<file path="config.mk">
export PLATFORM = sky130hd
export DESIGN_NAME = hts_top
export DESIGN_NICKNAME = d
export VERILOG_FILES = /design/src/hdl/hts_pkg.sv /design/src/hdl/hts_top.sv /design/src/hdl/hts_sync.sv /design/src/hdl/hts_tick.sv
export VERILOG_INCLUDE_DIRS = /design/src /design/src/hdl
export SDC_FILE = /design/constraint.sdc
export NUM_CORES = 1
export LEC_CHECK = 0
export ABC_AREA = 1
export BUFFER_PORTS_ARGS = -buffer_cell sky130_fd_sc_hd__buf_2
export CAP_MARGIN = 20
export CORE_AREA = 5 5 214 216
export DETAILED_ROUTE_END_ITERATION = 16
export DIE_AREA = 0 0 219 221
export HOLD_SLACK_MARGIN = 0.08
export PLACE_DENSITY = 0.78
export SLEW_MARGIN = 5
export SYNTH_ARGS = -nofsm -noshare
export SYNTH_HDL_FRONTEND = slang
export SYNTH_SLANG_ARGS = --single-unit
</file>
<file path="constraint.sdc">
create_clock -name clk -period 33.8 [get_ports clk]
set_clock_uncertainty 0.1 [all_clocks]
set_input_delay 1.69 -clock clk [delete_from_list [all_inputs] [get_ports clk]]
set_output_delay 1.69 -clock clk [all_outputs]
set_load 0.01 [all_outputs]
</file>
<file path="src/hdl/hts_defines.svh">
// constants and register map of the heatseal temperature supervisor
//
// Functional notes
// - latch mode: output held off after band exit; here only for exits while start is on, the latch is not cleared otherwise
// - band offsets settable, default -10K/+10K
// - diagnosis arms only if in band at start
// - armed band exit gives fault 307/308
// - band violation aborts running seal cycle
// - never armed at start end: fault 309/310
// - arming delay 0..9.9s on first low crossing
// - heatup timeout from start, zero disables
// - below 95% at timeout gives fault 304
// - alarm relay polarity normal or inverse
// - accept line frequency 47 to 63 Hz
// - startup message about 2 s at power-up
// - analog code near zero during calibration
// - failed calibration gives 104..106 or 211
// - off: no function; band mode: unlatched
`ifndef HTS_DEFINES_SVH
`define HTS_DEFINES_SVH

// register offsets (byte addresses, one 32-bit word apart)
`define HTS_REG_CTRL      8'h00
`define HTS_REG_BAND      8'h04
`define HTS_REG_SETPT     8'h08
`define HTS_REG_DELAY     8'h0c
`define HTS_REG_HEATUP    8'h10
`define HTS_REG_STATUS    8'h14
`define HTS_REG_FAULT     8'h18
`define HTS_REG_IRQ_STAT  8'h1c
`define HTS_REG_IRQ_MASK  8'h20
`define HTS_REG_CALTEMP   8'h24
`define HTS_REG_LINEFREQ  8'h28

// control register fields
`define HTS_CTRL_OUTMODE_LO 0
`define HTS_CTRL_OUTMODE_HI 1
`define HTS_CTRL_DIAG_EN    2
`define HTS_CTRL_INVERSE    3
`define HTS_CTRL_RANGE500   4
`define HTS_CTRL_ACK        8
`define HTS_CTRL_CAL        7
`define HTS_CTRL_RESET      32'h0000_0002

// band defaults in kelvin
`define HTS_BAND_LO_DEF 8'h0a
`define HTS_BAND_HI_DEF 8'h0a

// fault codes
`define HTS_FC_NONE      12'h000
`define HTS_FC_HEATUP    12'd304
`define HTS_FC_BAND_LO   12'd307
`define HTS_FC_BAND_HI   12'd308
`define HTS_FC_NOARM_LO  12'd309
`define HTS_FC_NOARM_HI  12'd310
`define HTS_FC_CAL_BASE  12'd104
`define HTS_FC_CAL_211   12'd211

// timing: 200 MHz clock, 100 ms tick
`define HTS_CLK_HZ        200000000
`define HTS_TICK_MS       100
`define HTS_TICK_CYC      ((`HTS_CLK_HZ / 1000) * `HTS_TICK_MS)
`define HTS_STARTUP_MS    2000
`define HTS_STARTUP_TICKS (`HTS_STARTUP_MS / `HTS_TICK_MS)
`define HTS_DELAY_MAX     8'd99
`define HTS_CALTEMP_DEF   10'd20
`define HTS_FREQ_MIN      8'd47
`define HTS_FREQ_MAX      8'd63
`define HTS_PCT95_NUM     7'd95
`define HTS_PCT_DEN       7'd100

// analog code: degrees scaled to 0..10 V range, 1 mV/lsb
`define HTS_AOUT_NUM      14'd10000

// interrupt bits
`define HTS_IRQ_FAULT     0
`define HTS_IRQ_CALDONE   1
`define HTS_IRQ_READY     2
`define HTS_IRQ_W         3

`endif

</file>
<file path="src/hdl/hts_pkg.sv">
// types of the heatseal temperature supervisor
package hts_pkg;
	typedef enum logic [1:0] {
		HTS_OUT_OFF   = 2'b00,
		HTS_OUT_BAND  = 2'b01,
		HTS_OUT_LATCH = 2'b10
	} hts_outmode_e;

	typedef enum logic [1:0] {
		HTS_PWR_MSG  = 2'b00,
		HTS_PWR_HOME = 2'b01,
		HTS_PWR_CAL  = 2'b10
	} hts_pwr_e;

	typedef logic [9:0] hts_temp_t;
endpackage

</file>
<file path="src/hdl/hts_top.sv">
// supervisor top: output switching, temperature diagnosis, alarm and register port
//
// The register addresses and strobed register access are this design's own decisions.
`timescale 1ns/100ps
`include "hts_defines.svh"
module hts_top #(
	parameter int TICK_CYC = `HTS_TICK_CYC
) (
	// clock and reset
	input  wire logic             clk,
	input  wire logic             sys_rst,
	// register port
	input  wire logic [7:0]       reg_addr,
	input  wire logic [31:0]      reg_wdata,
	input  wire logic             reg_wr,
	input  wire logic             reg_rd,
	output logic      [31:0]      reg_rdata,
	// plant pins
	input  wire logic             start_pin,
	input  wire logic             manual_heat_key,
	input  wire logic             ack_pin,
	input  wire logic             line_zc,
	// measurement and calibration
	input  wire hts_pkg::hts_temp_t act_temp,
	input  wire logic             cal_done,
	input  wire logic             cal_fail,
	input  wire logic [1:0]       cal_fail_code,
	output logic                  zero_calibration,
	// outputs
	output logic                  output1,
	output logic                  alarm_relay,
	output logic                  cycle_abort,
	output logic      [11:0]      fault_code,
	output logic      [13:0]      aout_mv,
	output logic                  startup_msg,
	output logic                  irq
);
	import hts_pkg::*;

	////////////////////////////////////////////////////////////////////////
	// pin synchronisers and time base
	logic [2:0] pins_s;
	logic       zc_s, tick, freq_ok;
	logic [7:0] freq_hz;

	hts_sync #(.W(3)) u_sync_pins (
		.clk(clk), .sys_rst(sys_rst),
		.din({ack_pin, manual_heat_key, start_pin}), .dout(pins_s)
	);
	hts_sync #(.W(1)) u_sync_zc (
		.clk(clk), .sys_rst(sys_rst), .din(line_zc), .dout(zc_s)
	);
	hts_tick #(.TC(TICK_CYC)) u_tick (
		.clk(clk), .sys_rst(sys_rst), .zc(zc_s),
		.tick(tick), .freq_hz(freq_hz), .freq_ok(freq_ok)
	);

	////////////////////////////////////////////////////////////////////////
	// registers
	logic [31:0] ctrl_q, ctrl_d;
	logic [7:0]  band_lo_q, band_lo_d, band_hi_q, band_hi_d;
	hts_temp_t   setpt_q, setpt_d, caltemp_q, caltemp_d;
	logic [7:0]  delay_q, delay_d, heatup_q, heatup_d;
	logic [`HTS_IRQ_W-1:0] istat_q, istat_d, imask_q, imask_d, ev;
	logic [31:0] rdata_d;
	logic        sw_ack;
	hts_outmode_e omode;

	// decode shared by read and write
	function automatic logic hit(input logic [7:0] a, input logic [7:0] off);
		return a == off;
	endfunction

	assign omode  = hts_outmode_e'(ctrl_q[`HTS_CTRL_OUTMODE_HI:`HTS_CTRL_OUTMODE_LO]);
	assign sw_ack = reg_wr && hit(reg_addr, `HTS_REG_CTRL) && reg_wdata[`HTS_CTRL_ACK];

	// write decode; set wins over write-one-clear
	always_comb begin
		ctrl_d    = ctrl_q;
		band_lo_d = band_lo_q;
		band_hi_d = band_hi_q;
		setpt_d   = setpt_q;
		delay_d   = delay_q;
		heatup_d  = heatup_q;
		caltemp_d = caltemp_q;
		imask_d   = imask_q;
		istat_d   = istat_q;
		if (reg_wr) begin
			if (hit(reg_addr, `HTS_REG_CTRL))
				ctrl_d = {27'h0, reg_wdata[4:0]}; // ack bit is a pulse, not stored
			if (hit(reg_addr, `HTS_REG_BAND)) begin
				band_lo_d = reg_wdata[7:0];
				band_hi_d = reg_wdata[15:8];
			end
			if (hit(reg_addr, `HTS_REG_SETPT))
				setpt_d = reg_wdata[9:0];
			if (hit(reg_addr, `HTS_REG_DELAY))
				delay_d = (reg_wdata[7:0] > `HTS_DELAY_MAX) ? `HTS_DELAY_MAX : reg_wdata[7:0];
			if (hit(reg_addr, `HTS_REG_HEATUP))
				heatup_d = reg_wdata[7:0];
			if (hit(reg_addr, `HTS_REG_CALTEMP))
				caltemp_d = reg_wdata[9:0];
			if (hit(reg_addr, `HTS_REG_IRQ_MASK))
				imask_d = reg_wdata[`HTS_IRQ_W-1:0];
			if (hit(reg_addr, `HTS_REG_IRQ_STAT))
				istat_d = istat_q & ~reg_wdata[`HTS_IRQ_W-1:0];
		end
		istat_d = istat_d | ev;
	end

	////////////////////////////////////////////////////////////////////////
	// band evaluation and diagnosis
	logic        start_q, armed_q, armed_d, latch_q, latch_d, lo_seen_q, lo_seen_d;
	logic        dly_run_q, dly_run_d, out1_d, abort_d, alarm_d, fault_q, fault_d;
	logic [7:0]  dly_cnt_q, dly_cnt_d, hu_cnt_q, hu_cnt_d;
	logic        hu_run_q, hu_run_d;
	logic [11:0] fcode_d;
	logic [10:0] lo_lim, hi_lim;
	logic        in_band, below, above, reached95, start_rise, start_fall, start_now, ack_all;

	always_comb begin
		lo_lim     = {1'b0, setpt_q} - {3'b0, band_lo_q};
		hi_lim     = {1'b0, setpt_q} + {3'b0, band_hi_q};
		below      = ({1'b0, setpt_q} < {3'b0, band_lo_q}) ? 1'b0 : ({1'b0, act_temp} < lo_lim);
		above      = {1'b0, act_temp} > hi_lim;
		in_band    = !below && !above;
		reached95  = (17'(act_temp) * 17'(`HTS_PCT_DEN)) >= (17'(setpt_q) * 17'(`HTS_PCT95_NUM));
		start_now  = pins_s[0] || pins_s[1];
		start_rise = start_now && !start_q;
		start_fall = !start_now && start_q;
		ack_all    = pins_s[2] || sw_ack;
	end

	// diagnosis, latch and fault sequencing
	always_comb begin
		armed_d   = armed_q;
		latch_d   = latch_q;
		lo_seen_d = lo_seen_q;
		dly_run_d = dly_run_q;
		dly_cnt_d = dly_cnt_q;
		hu_run_d  = hu_run_q;
		hu_cnt_d  = hu_cnt_q;
		fault_d   = fault_q;
		fcode_d   = fault_code;
		abort_d   = 1'b0;
		if (start_rise) begin
			latch_d   = 1'b1;
			armed_d   = ctrl_q[`HTS_CTRL_DIAG_EN] && in_band;
			lo_seen_d = 1'b0;
			dly_run_d = 1'b0;
			hu_run_d  = heatup_q != 8'h00;
			hu_cnt_d  = '0;
		end else if (start_now && !in_band)
			latch_d = 1'b0;
		// first low crossing starts the arming delay
		if (armed_q && below && !lo_seen_q && !start_rise) begin
			lo_seen_d = 1'b1;
			dly_run_d = 1'b1;
			dly_cnt_d = '0;
		end
		if (dly_run_q && tick)
			dly_cnt_d = dly_cnt_q + 8'd1;
		if (dly_run_q && dly_cnt_q >= delay_q)
			dly_run_d = 1'b0;
		if (hu_run_q && tick)
			hu_cnt_d = hu_cnt_q + 8'd1;
		if (hu_run_q && reached95)
			hu_run_d = 1'b0;
		if (!fault_q) begin
			if (armed_q && !dly_run_q && !(below && !lo_seen_q) && !in_band && !start_rise) begin
				fault_d = 1'b1;
				fcode_d = below ? `HTS_FC_BAND_LO : `HTS_FC_BAND_HI;
				abort_d = start_now;
				armed_d = 1'b0;
			end else if (start_fall && ctrl_q[`HTS_CTRL_DIAG_EN] && !armed_q) begin
				fault_d = 1'b1;
				fcode_d = below ? `HTS_FC_NOARM_LO : `HTS_FC_NOARM_HI;
			end else if (hu_run_q && !reached95 && hu_cnt_q >= heatup_q) begin
				fault_d  = 1'b1;
				fcode_d  = `HTS_FC_HEATUP;
				hu_run_d = 1'b0;
			end else if (cal_fail) begin
				fault_d = 1'b1;
				fcode_d = (cal_fail_code == 2'd3) ? `HTS_FC_CAL_211 : `HTS_FC_CAL_BASE + 12'(cal_fail_code);
			end
		end else if (ack_all) begin
			fault_d = 1'b0;
			fcode_d = `HTS_FC_NONE;
		end
		if (start_fall)
			armed_d = 1'b0;
		// output switching per mode
		case (omode)
			HTS_OUT_OFF:   out1_d = 1'b0;
			HTS_OUT_BAND:  out1_d = in_band && !fault_q;
			HTS_OUT_LATCH: out1_d = in_band && latch_q && !fault_q;
			default:       out1_d = 1'b0;
		endcase
		alarm_d = fault_d ^ ctrl_q[`HTS_CTRL_INVERSE];
	end

	////////////////////////////////////////////////////////////////////////
	// power-up message, calibration and analog code
	hts_pwr_e  pwr_q, pwr_d;
	logic [4:0] pwr_cnt_q, pwr_cnt_d;
	hts_temp_t shown;
	logic [13:0] aout_d;
	logic       zc_run_d, msg_d;

	always_comb begin
		pwr_d     = pwr_q;
		pwr_cnt_d = pwr_cnt_q;
		zc_run_d  = zero_calibration;
		case (pwr_q)
			HTS_PWR_MSG: begin
				if (tick)
					pwr_cnt_d = pwr_cnt_q + 5'd1;
				if (pwr_cnt_q == 5'(`HTS_STARTUP_TICKS))
					pwr_d = HTS_PWR_HOME;
			end
			HTS_PWR_HOME: begin
				if (reg_wr && hit(reg_addr, `HTS_REG_CTRL) && reg_wdata[`HTS_CTRL_CAL] && !start_now) begin
					pwr_d    = HTS_PWR_CAL;
					zc_run_d = 1'b1;
				end
			end
			HTS_PWR_CAL: begin
				if (cal_done || cal_fail) begin
					pwr_d    = HTS_PWR_HOME;
					zc_run_d = 1'b0;
				end
			end
			default: pwr_d = HTS_PWR_MSG;
		endcase
		msg_d = pwr_d == HTS_PWR_MSG;
		shown = (pwr_q == HTS_PWR_CAL && cal_done) ? caltemp_q : act_temp;
		// scale: full range is 300 or 500 degrees to 10 V
		if (pwr_d == HTS_PWR_CAL)
			aout_d = '0;
		else if (ctrl_q[`HTS_CTRL_RANGE500])
			aout_d = 14'((24'(shown) * 24'(`HTS_AOUT_NUM)) / 24'd500);
		else
			aout_d = 14'((24'(shown) * 24'(`HTS_AOUT_NUM)) / 24'd300);
	end

	// events and read mux
	always_comb begin
		ev = '0;
		ev[`HTS_IRQ_FAULT]   = fault_d && !fault_q;
		ev[`HTS_IRQ_CALDONE] = pwr_q == HTS_PWR_CAL && cal_done;
		ev[`HTS_IRQ_READY]   = pwr_q == HTS_PWR_MSG && pwr_d == HTS_PWR_HOME;
		rdata_d = '0;
		if (reg_rd) begin
			case (1'b1)
				hit(reg_addr, `HTS_REG_CTRL):     rdata_d = ctrl_q;
				hit(reg_addr, `HTS_REG_BAND):     rdata_d = {16'h0, band_hi_q, band_lo_q};
				hit(reg_addr, `HTS_REG_SETPT):    rdata_d = {22'h0, setpt_q};
				hit(reg_addr, `HTS_REG_DELAY):    rdata_d = {24'h0, delay_q};
				hit(reg_addr, `HTS_REG_HEATUP):   rdata_d = {24'h0, heatup_q};
				hit(reg_addr, `HTS_REG_STATUS):   rdata_d = {22'h0, pwr_q, hu_run_q, dly_run_q, latch_q,
				                                             armed_q, in_band, start_now, fault_q, output1};
				hit(reg_addr, `HTS_REG_FAULT):    rdata_d = {20'h0, fault_code};
				hit(reg_addr, `HTS_REG_IRQ_STAT): rdata_d = {29'h0, istat_q};
				hit(reg_addr, `HTS_REG_IRQ_MASK): rdata_d = {29'h0, imask_q};
				hit(reg_addr, `HTS_REG_CALTEMP):  rdata_d = {22'h0, caltemp_q};
				hit(reg_addr, `HTS_REG_LINEFREQ): rdata_d = {23'h0, freq_ok, freq_hz};
				default:                          rdata_d = '0;
			endcase
		end
	end

	////////////////////////////////////////////////////////////////////////
	// state registers; fault relay idle level follows inverse setting at reset = normal
	always_ff @(posedge clk or posedge sys_rst) begin
		if (sys_rst) begin
			ctrl_q           <= `HTS_CTRL_RESET;
			band_lo_q        <= `HTS_BAND_LO_DEF;
			band_hi_q        <= `HTS_BAND_HI_DEF;
			setpt_q          <= '0;
			delay_q          <= '0;
			heatup_q         <= '0;
			caltemp_q        <= `HTS_CALTEMP_DEF;
			imask_q          <= '0;
			istat_q          <= '0;
			start_q          <= 1'b0;
			armed_q          <= 1'b0;
			latch_q          <= 1'b0;
			lo_seen_q        <= 1'b0;
			dly_run_q        <= 1'b0;
			dly_cnt_q        <= '0;
			hu_run_q         <= 1'b0;
			hu_cnt_q         <= '0;
			fault_q          <= 1'b0;
			fault_code       <= `HTS_FC_NONE;
			output1          <= 1'b0;
			alarm_relay      <= 1'b0;
			cycle_abort      <= 1'b0;
			pwr_q            <= HTS_PWR_MSG;
			pwr_cnt_q        <= '0;
			zero_calibration <= 1'b0;
			aout_mv          <= '0;
			startup_msg      <= 1'b1;
			reg_rdata        <= '0;
			irq              <= 1'b0;
		end else begin
			ctrl_q           <= ctrl_d;
			band_lo_q        <= band_lo_d;
			band_hi_q        <= band_hi_d;
			setpt_q          <= setpt_d;
			delay_q          <= delay_d;
			heatup_q         <= heatup_d;
			caltemp_q        <= caltemp_d;
			imask_q          <= imask_d;
			istat_q          <= istat_d;
			start_q          <= start_now && pwr_q != HTS_PWR_MSG;
			armed_q          <= armed_d;
			latch_q          <= latch_d;
			lo_seen_q        <= lo_seen_d;
			dly_run_q        <= dly_run_d;
			dly_cnt_q        <= dly_cnt_d;
			hu_run_q         <= hu_run_d;
			hu_cnt_q         <= hu_cnt_d;
			fault_q          <= fault_d;
			fault_code       <= fcode_d;
			output1          <= out1_d;
			alarm_relay      <= alarm_d;
			cycle_abort      <= abort_d;
			pwr_q            <= pwr_d;
			pwr_cnt_q        <= pwr_cnt_d;
			zero_calibration <= zc_run_d;
			aout_mv          <= aout_d;
			startup_msg      <= msg_d;
			reg_rdata        <= rdata_d;
			irq              <= |(istat_d & imask_d);
		end
	end
endmodule

</file>
<file path="src/hdl/hts_sync.sv">
// two-flop synchroniser for pin inputs
`timescale 1ns/100ps
module hts_sync #(
	parameter int W = 1
) (
	// clock and reset
	input  wire logic         clk,
	input  wire logic         sys_rst,
	// data
	input  wire logic [W-1:0] din,
	output logic      [W-1:0] dout
);
	logic [W-1:0] meta_q;
	logic [W-1:0] meta_d;
	logic [W-1:0] dout_d;

	// second stage is the only reader of the first
	always_comb begin
		meta_d = din;
		dout_d = meta_q;
	end

	always_ff @(posedge clk or posedge sys_rst) begin
		if (sys_rst) begin
			meta_q <= '0;
			dout   <= '0;
		end else begin
			meta_q <= meta_d;
			dout   <= dout_d;
		end
	end
endmodule

</file>
<file path="src/hdl/hts_tick.sv">
// 100 ms time base and line frequency counter
`timescale 1ns/100ps
`include "hts_defines.svh"
module hts_tick #(
	parameter int TC = `HTS_TICK_CYC
) (
	// clock and reset
	input  wire logic       clk,
	input  wire logic       sys_rst,
	// line zero-cross, synchronised
	input  wire logic       zc,
	// outputs
	output logic            tick,
	output logic      [7:0] freq_hz,
	output logic            freq_ok
);
	logic [24:0] cnt_q, cnt_d;
	logic [3:0]  sub_q, sub_d;
	logic [7:0]  zcnt_q, zcnt_d, freq_d;
	logic        zc_q, tick_d, ok_d;

	// one second window made of ten ticks counts zero-cross rising edges
	always_comb begin
		cnt_d  = cnt_q + 25'd1;
		tick_d = 1'b0;
		sub_d  = sub_q;
		zcnt_d = zcnt_q;
		freq_d = freq_hz;
		ok_d   = freq_ok;
		if (zc && !zc_q && zcnt_q != 8'hff)
			zcnt_d = zcnt_q + 8'd1;
		if (cnt_q == 25'(TC - 1)) begin
			cnt_d  = '0;
			tick_d = 1'b1;
			sub_d  = sub_q + 4'd1;
			if (sub_q == 4'd9) begin
				sub_d  = '0;
				freq_d = zcnt_d;
				zcnt_d = '0;
				// judged on the captured count, the window counter is already cleared here
				ok_d   = (freq_d >= `HTS_FREQ_MIN) && (freq_d <= `HTS_FREQ_MAX);
			end
		end
	end

	always_ff @(posedge clk or posedge sys_rst) begin
		if (sys_rst) begin
			cnt_q   <= '0;
			sub_q   <= '0;
			zcnt_q  <= '0;
			zc_q    <= 1'b0;
			tick    <= 1'b0;
			freq_hz <= '0;
			freq_ok <= 1'b0;
		end else begin
			cnt_q   <= cnt_d;
			sub_q   <= sub_d;
			zcnt_q  <= zcnt_d;
			zc_q    <= zc;
			tick    <= tick_d;
			freq_hz <= freq_d;
			freq_ok <= ok_d;
		end
	end
endmodule

</file>
# Word level (Yosys, flattened, before mapping)
# Cells that the tools add are included.
# totals
register_bits	213
inputBits	62
out_inout_bits	64
word_cells	237
# classes
add_sub_neg	9
multipliers	3
div	2
n_lt_le_gt_ge	9
eq_ne	24
n_mux	71
n_bitwise	5
reduce_logical	74
# op_table
cell	n
$mux W12	11
$mux W8	9
$div A24 B9 Y24 const B	2
$mux W16	3
$mux W10	4
$logic_and A1 B1 Y1	35
$eq A8 B5 Y1 const B	4
$mux W14	2
$mux W1	27
$add A25 B1 Y25 const B	1
$eq A25 B25 Y1 const B	1
$mux W25	1
$add A8 B1 Y8 const B	3
$eq A8 B6 Y1 const B	3
$mul A10 B10 Y20 const B	1
$reduce_and A2 Y1	9
$ge A17 B17 Y1	1
$mul A10 B7 Y17 const B	1
$eq A8 B4 Y1 const B	2
$ge A8 B8 Y1	2
$mul A10 B5 Y15 const B	1
$mux W3	5
$logic_not A1 Y1	13
$reduce_bool A2 Y1	6
other kinds (36)	50

# Depth between registers and ports, before layout
# Gate-level depths: netlist (run 1).
# logic_depth
word_depth	14
ltp_mapped	229
depth_no_buf	219

# By module
# A second synthesis (run 1) with hierarchy kept.
# hier_totals
cells_unflattened	3779
hier_area_um2	25683.4
# modules_own_cells
mod	n_inst	cells_each	area_each_um2	seq_area_each_um2
hts_top	1	3424	22784.4	3463.3
hts_tick	1	345	2691.3	1201.2
hts_sync (u_sync_pins)	1	7	153.9	150.1
hts_sync (u_sync_zc)	1	3	53.8	50.0

# Worst setup path before layout (run 1)
# Ideal clock, no wire load.
# synth_path
path_kind	input to register
start	in cal_done
end	reg aout_mv[0]
arrival_time_ns	28.895
path_slack_ns	4.687
stages	212
n_path_buf	12
path_cell_list	nand2_1 > buf_2 > clkbuf_1 > nand2_1 > o21ai_1 > xor2_1 > inv_1 > ha_1 > ha_1 > fa_1 > ha_1 > ha_1 > ha_1 > nand2_1 > nand2_1 > a21oi_1 > nand3_1 > nand2_2 > [176 not listed] > a21oi_1 > inv_1 > nor2_1 > nor2_2 > nand2_4 > nand3_2 > nor2_4 > nor2_1 > xnor2_1 > inv_1 > ha_1 > o211a_1 > nand3_1 > nand2_2 > a21oi_1 > nand2_1 > nor2_1 > nor2_1
# synth_between
elab_chain_cells	6
elab_cells_between_ends	11
# synth_lines
item	line_no	rtl
start: declaration	hts_top.sv:25	input wire logic cal_done,
$logic_and A1 B1 Y1	hts_top.sv:236	shown = (pwr_q == HTS_PWR_CAL && cal_done) ? caltemp_q : act_temp;
$mux W10	hts_top.sv:236	
$mul A10 B10 Y20	hts_top.sv:241, hts_top.sv:243	
$div A24 B9 Y24 (on tied branches)	hts_top.sv:243, hts_top.sv:241	
$mux W14	hts_top.sv:240	else if (ctrl_q[`HTS_CTRL_RANGE500])
$mux W14 (*)	hts_top.sv:238	if (pwr_d == HTS_PWR_CAL)
net aout_d[0]	hts_top.sv:207	logic [13:0] aout_d;
end signal: assignment	hts_top.sv:331	aout_mv <= aout_d;
end: declaration	hts_top.sv:34	output logic [13:0] aout_mv,
# Mark *: on every way through the listed nets, which the timed path passes. The rest lies on a longest branch.
# A chain may end at the register's enable or synchronous reset.

# Worst setup path after layout (run 1)
# Ends and elaborated chain as after synthesis.

==> flow_metrics.py, run 1 <==
metrics = {
    "worst_setup_path": {
        "crit_path_end_kind": "flop",
        "r2r_slack_ns": 3.19,
        "cp.arrival_ns": 31.30,
        "crit_slowest_cell": "fa_1",
        "startpoint_type": "primary input",
        "critical_path.max_fanout": 24,
        "critPathMostFrequentCell": "inv_1",
        "crit_type": "in2reg",
        "crit_required_ns": 34.04,
        "slowest_delay_ns": 0.42,
    },
    "place": {
        "place_hpwl_um": 52100,
        "numPortBuffers": 90,
        "gp_congestion": 0.949,
        "place_inst": 4363,
        "place_area_sq_um": 26900,
    },
    "global_route": {
        "grt_max_degree": 127,
        "grt_pass1_vias": 22400,
        "gr-total-overflow": 0,
        "antenna_found_initial": 0,
        "grt.total_usage": 0.264,
        "grt_pass1_wl_um": 107000,
    },
    "floorplanning": {
        "die_y_um": 221,
        "placeableCoreArea_sq_um": 43700,
        "die-area_sq_um": 48400,
        "ioPinCount": 126,
        "die_w_um": 219,
        "rows": 77,
        "start_util": 0.593,
    },
    "routing": {
        "avgRoutedWirePerCell_um": 14.6,
        "drt_iter0_markers": 1768,
        "postRouteAntennaNets": 0,
        "drt_first_pass_iters": 6,
        "vias": 24000,
        "vias_per_cell": 5.42,
        "totalWireLength_um": 64600,
        "drc": 0,
    },
    "synth": {
        "synthTopCellsByArea": "dfrtp_1, ha_1, nand2_1",
        "ys_seq_area_frac": 0.187,
        "synth_top_area_share": 0.179,
        "ys.flop_type": "dfrtp_1",
        "synth_area_sq_um": 26000,
        "yosysTopAreaCell": "dfrtp_1",
        "synth.distinct_cells": 76,
        "ys_ff_latch": 194,
        "synthCells": 3707,
        "synth-edff-count": 0,
        "synth-async-reset-ratio": 1.00,
        "ys_warn_count": 0,
        "syn_avg_cell_area_sq_um": 7.00,
    },
    "clock_tree": {
        "cts.sinks": 194,
        "cts_tree": "done",
        "path_clk_slew_ns": 0.07,
        "cts_buffer_depth": 2,
        "htreeDepth": 4,
        "clk_latency_ns": 0.47,
        "cts_inserted_buffers": 17,
        "cts_root_buf": "clkbuf_16",
        "hold_buffers": 0,
    },
    "outcome": {
        "outcome": "completed",
    },
    "hold_path": {
        "min_path_type": "reg2reg",
    },
    "sta": {
        "hold_viol": 0,
        "layout_worst_path_cycle_share": 0.919,
        "finalCriticalPeriod_ns": 31.05,
        "slew_violations": 0,
        "max_slew_margin": 0.317,
        "fmax_ghz": 0.0322,
        "finalSetupTns_ns": 0,
        "worst_pin_slew_ns": 1.02,
        "finalSetupViolCount": 0,
    },
    "run": {
        "maxCapViolCount": 0,
    },
    "finish": {
        "stdcell_area_sq_um": 27700,
        "utilization": 0.633,
        "register_area_sq_um": 4860,
        "area_delta_synth_final_pct": 6.71,
        "final_cells": 4418,
        "multi_input_area_sq_um": 18100,
        "drive_gt1_frac": 0.149,
        "diodes": 0,
        "n_fill_cell": 4096,
        "final_nets": 4200,
    },
}
[cells in the mapped netlist (21+ instances only)]
cell type and n:
nor3_1 47, nor2_2 37, dfrtp_1 186, nor2_4 23
nand2_2 89, xor2_1 101, nand4_1 83, xnor2_1 49
nand2_1 788, nand3_1 246, ha_1 274, inv_1 627
buf_4 21, inv_2 47, a21oi_1 144, fa_1 50
nor2_1 287, nand3_2 50, nand3b_1 21, nand2_4 63
o21ai_0 189
[final timing paths]
path | start | to | cells after the start
min reg2reg | u_sync_pins.dout_d[0] | u_sync_pins.dout[0] | 0
max | cal_done | aout_mv[0] | 195
min | u_sync_pins.dout_d[0] | u_sync_pins.dout[0] | 0
max reg2reg | pwr_q[0] | aout_mv[0] | 196
max in group asynchronous | sys_rst | u_tick.cnt_q[13] | 3
min in group asynchronous | sys_rst | reg_rdata[3] | 2
[cell type report]
| class | count | area share |
|---|---|---|
| inverters | 694 | 0.0958 |
| clock buffers | 19 | 0.0160 |
| repair buffers | 125 | 0.0262 |
| multi-input cells | 2782 | 0.655 |
| well taps | 592 | 0.0267 |
| clock inverters | 12 | 0.00429 |
| flip-flops and latches | 194 | 0.176 |
[critical path: cells and delay by family]
family / cells / cell delay, ns
AOI/OAI and AO/OA: 24 / 4.49
and+or+nand+nor: 101 / 12.65
xor gates and xnor gates: 13 / 2.27
buffers and inverters: 34 / 2.91
adders and majority gates: 23 / 7.13
[cells by family after synthesis]
family                   synth area share
XOR/XNOR                           0.0517
adder cells (fa/ha/maj)             0.171
flip-flops                          0.187
other                            0.000144
buffers and inverters               0.119
multiplexers                      0.00342
AO/OA/AOI/OAI                       0.107
AND/OR/NAND/NOR                     0.360
[stage by stage]
stage	setup slack [ns]	hold slack (ns)
3_3_place_gp	1.24	0.232
5_1_grt	-0.0682	0.262
6_report	2.75	0.251
4_1_cts	1.29	0.251
3_5_place_dp	0.893	0.236
2_1_floorplan	4.69	0.231
[cells in the final DEF (no fill, tap or decap), types with 10 or more instances in the layout]
cell	synthesis	routed
dfrtp_1	186	186
nand3_1	246	246
nor3_1	47	47
o21ai_1	20	22
nand3b_1	21	21
a221oi_1	11	11
nand3_2	50	48
nand2_4	63	66
ha_1	274	274
conb_1	1	19
nand2_2	89	89
a21oi_1	144	143
nand2_1	788	786
o2111ai_1	11	11
o21ai_0	189	184
or2_2	10	10
buf_4	21	34
fa_1	50	50
nor2_2	37	39
xor2_1	101	100
nor2_4	23	23
buf_2	3	90
nor2_1	287	285
clkbuf_16	0	17
o211ai_1	13	13
nand4_1	83	83
inv_2	47	48
xnor2_1	49	49
inv_1	627	625
nand3_4	19	21
o21bai_1	17	17
[layer usage]
| layer | wire [um] | vias to the layer above | track usage |
|---|---|---|---|
| met5 | 0 | - | 0 |
| met4 | 1550 | 0 | 0.0713 |
| met3 | 3830 | 106 | 0.0334 |
| met2 | 30600 | 684 | 0.442 |
| met1 | 28700 | 11000 | 0.362 |
| li1 | - | 12200 | - |
[registers in the layout, summed over array words and instances, names as in the netlist, 8 cells and up]
| name | cells |
|---|---|
| reg_rdata | 16 |
| aout_mv | 14 |
| fault_code | 9 |
| caltemp_q | 10 |
| u_tick.freq_hz | 8 |
| heatup_q | 8 |
| hu_cnt_q | 8 |
| setpt_q | 10 |
| delay_q | 8 |
| u_tick.cnt_q | 25 |
| u_tick.zcnt_q | 8 |
| band_hi_q | 8 |
| dly_cnt_q | 8 |
| band_lo_q | 8 |
[what timing repair did]
action                     in CTS  in global routing
gates resized for setup         0                 21
setup endpoints to repair       0                  2
buffers inserted                0                 23
Power of run 1 is not shown: default switching activity piles up to over one toggle a cycle in this logic, so the estimate is an artifact.
==> run 2: changes to the inputs <==
--- a/config.mk
+++ b/config.mk
@@ -9,12 +9,13 @@
 export ABC_AREA = 1
 export BUFFER_PORTS_ARGS = -buffer_cell sky130_fd_sc_hd__buf_2
 export CAP_MARGIN = 20
-export CORE_AREA = 5 5 214 216
+export CORE_AREA = 5 5 213 215
 export DETAILED_ROUTE_END_ITERATION = 16
-export DIE_AREA = 0 0 219 221
+export DIE_AREA = 0 0 218 220
 export HOLD_SLACK_MARGIN = 0.08
 export PLACE_DENSITY = 0.78
 export SLEW_MARGIN = 5
 export SYNTH_ARGS = -nofsm -noshare
 export SYNTH_HDL_FRONTEND = slang
+export SYNTH_HIERARCHICAL = 1
 export SYNTH_SLANG_ARGS = --single-unit
==> run 2 against run 1 <==
Net effect: largest cell class unchanged; via count barely moved; global-route usage rose by 0.32 points; first-iteration DRC count fell by 2.3%; critical path depth fell by 6; non-clock buffer count fell by 16; die area fell by 0.91%.
==> flow_metrics.py, run 2 <==
metrics = {
    "clock_tree": {
        "cts_inserted_buffers": 17,
        "cts_tree": "done",
        "htreeDepth": 4,
        "cts.sinks": 194,
        "hold_buffers": 0,
        "clk_latency_ns": 0.48,
        "path_clk_slew_ns": 0.09,
        "cts_root_buf": "clkbuf_16",
        "cts_buffer_depth": 2,
    },
    "synth": {
        "synthTopCellsByArea": "dfrtp_1, ha_1, nand2_1",
        "synthAdderAreaFrac": 0.172,
        "synth.distinct_cells": 78,
        "yosysTopAreaCell": "dfrtp_1",
        "synth_area_sq_um": 25700,
        "synth_top_area_share": 0.181,
        "synth-edff-count": 0,
        "synth_top_family_by_area": "simple AND/OR/NAND/NOR gates",
        "syn_avg_cell_area_sq_um": 6.80,
        "synth_compound_area_frac": 0.102,
        "ys_top_cells_by_count": "nand2_1, inv_1, nor2_1",
        "synth-simple-area-share": 0.360,
        "muxShareOfSynthArea": 0.00307,
        "synthCells": 3779,
        "ys_ff_latch": 194,
        "synth_xor_area_frac": 0.0541,
        "synth-async-reset-ratio": 1.00,
        "synth_most_common_cell": "nand2_1",
        "ys_seq_area_frac": 0.189,
        "ys_warn_count": 6,
        "ys.flop_type": "dfrtp_1",
    },
    "routing": {
        "drc": 0,
        "totalWireLength_um": 64300,
        "drt_first_pass_iters": 6,
        "vias_per_cell": 5.35,
        "postRouteAntennaNets": 0,
        "vias": 23900,
        "drt_iter0_markers": 1727,
        "avgRoutedWirePerCell_um": 14.4,
    },
    "worst_setup_path": {
        "reg2reg_depth": 190,
        "slowest_delay_ns": 0.73,
        "crit_type": "in2reg",
        "startpoint_type": "primary input",
        "r2r-start": "pwr_q[0]",
        "crit_required_ns": 34.10,
        "crit_path_end_kind": "flop",
        "crit_slowest_cell": "o21ai_0",
        "worstReg2RegEnd": "aout_mv[0]",
        "cp.arrival_ns": 31.14,
        "r2r_slack_ns": 3.37,
        "critPathMostFrequentCell": "nand2_1",
        "critical_path.max_fanout": 26,
    },
    "global_route": {
        "use_met2": 0.437,
        "gr-total-overflow": 0,
        "top_usage_layer": "met2",
        "grt.total_usage": 0.267,
        "grt_max_degree": 88,
        "grt_pass1_vias": 22100,
        "grt_pass1_wl_um": 107000,
        "antenna_found_initial": 1,
        "met1_usage": 0.371,
        "grtUsageMet3": 0.0370,
    },
    "sta": {
        "worst_pin_slew_ns": 1.01,
        "rsz0062_at_grt": "no",
        "finalSetupViolCount": 0,
        "hold_viol": 0,
        "layout_worst_path_cycle_share": 0.912,
        "slew_violations": 0,
        "fmax_ghz": 0.0324,
        "finalCriticalPeriod_ns": 30.84,
        "max_slew_margin": 0.320,
        "finalSetupTns_ns": 0,
    },
    "place": {
        "place_hpwl_um": 51200,
        "numPortBuffers": 90,
        "gp_congestion": 0.948,
    },
    "hold_path": {
        "min_path_type": "reg2reg",
        "min_path_cells": 0,
        "holdPathEnd": "u_sync_pins/dout[0]",
        "min-delay-start": "u_sync_pins/dout_d[0]",
    },
    "finish": {
        "largest_reg_flops": 25,
        "final_common_cell": "nand2_1",
        "area_delta_synth_final_pct": 6.55,
        "n_fill_cell": 4132,
        "diodes": 0,
        "largest-register": "u_tick/cnt_q",
        "final_nets": 4255,
        "drive_gt1_frac": 0.123,
        "final_cell_mix": "nand2_1, inv_1, nor2_1, nand3_1, ha_1",
        "reg_top3": "u_tick/cnt_q (25), reg_rdata (16), aout_mv (14)",
    },
    "floorplanning": {
        "die_y_um": 220,
        "placeableCoreArea_sq_um": 43500,
        "die_w_um": 218,
        "ioPinCount": 126,
        "start_util": 0.590,
        "die-area_sq_um": 48000,
        "rows": 77,
    },
    "outcome": {
        "outcome": "completed",
    },
    "run": {
        "maxCapViolCount": 0,
    },
}
## run 2: how the worst max path moves through the flow
stage                        start          to  slack [ns]  cells past startpoint
after floorplan           cal_done  aout_mv[0]        5.19                    196
after global placement    cal_done  aout_mv[0]        1.44                    189
after detailed placement  cal_done  aout_mv[0]        1.07                    193
after CTS                 cal_done  aout_mv[0]        1.45                    190
after global routing      cal_done  aout_mv[0]       0.006                    193
final                     cal_done  aout_mv[0]        2.96                    189
## run 2: per-layer routing
metal  up-vias  wire length [um]
met1     10900             29300
li1      12300                 -
met4         2              1820
met5         -                13
met2       669             29200
met3       106              4000
## run 2: final cells by class
cell class	instances	area [sq um]	share of cell area
Multi-Input combinational cell	2867	17900	0.656
Clock buffer	17	425	0.0155
Timing Repair Buffer	109	606	0.0221
Tap cell	592	741	0.0271
Inverter	680	2580	0.0945
Sequential cell	194	4860	0.178
Clock inverter	15	199	0.00727
## run 2: repair_timing
action / 4_1_cts / 5_1_grt
gates resized for setup: 0 / 23
setup buffers: 0 / 9
endpoints found under the setup margin: 0 / 2
## run 2: cell families (layout without fill, tap and decap cells)
kind of cell             after synthesis  in the layout
AO/OA/AOI/OAI                        450            450
XOR/XNOR                             156            156
multiplexers                           7              7
buffers and inverters                737            821
other                                  1             19
flip-flops                           194            194
adder cells (fa/ha/maj)              324            324
AND/OR/NAND/NOR                     1910           1911
## run 2: stage by stage
stage	instances	cell area (sq um)	setup WS (ns)	util	hold WS, ns
3_3_place_gp	4431	26600	1.44	0.610	0.233
4_1_cts	4463	27200	1.45	0.624	0.259
6_report	4474	27400	2.96	0.628	0.255
2_1_floorplan	3797	25800	5.19	-	0.231
3_5_place_dp	4431	26600	1.07	0.610	0.239
5_1_grt	4474	27400	0.00637	0.628	0.263
## run 2: critical path: cells and delay by family
kind	cells	cell delay, ns
AO/OA/AOI/OAI	21	4.17
XOR/XNOR	13	2.33
adder cells (fa/ha/maj)	22	7.16
buffers and inverters	28	2.27
AND/OR/NAND/NOR	105	13.41
Power of run 2 is left out for the same reason.
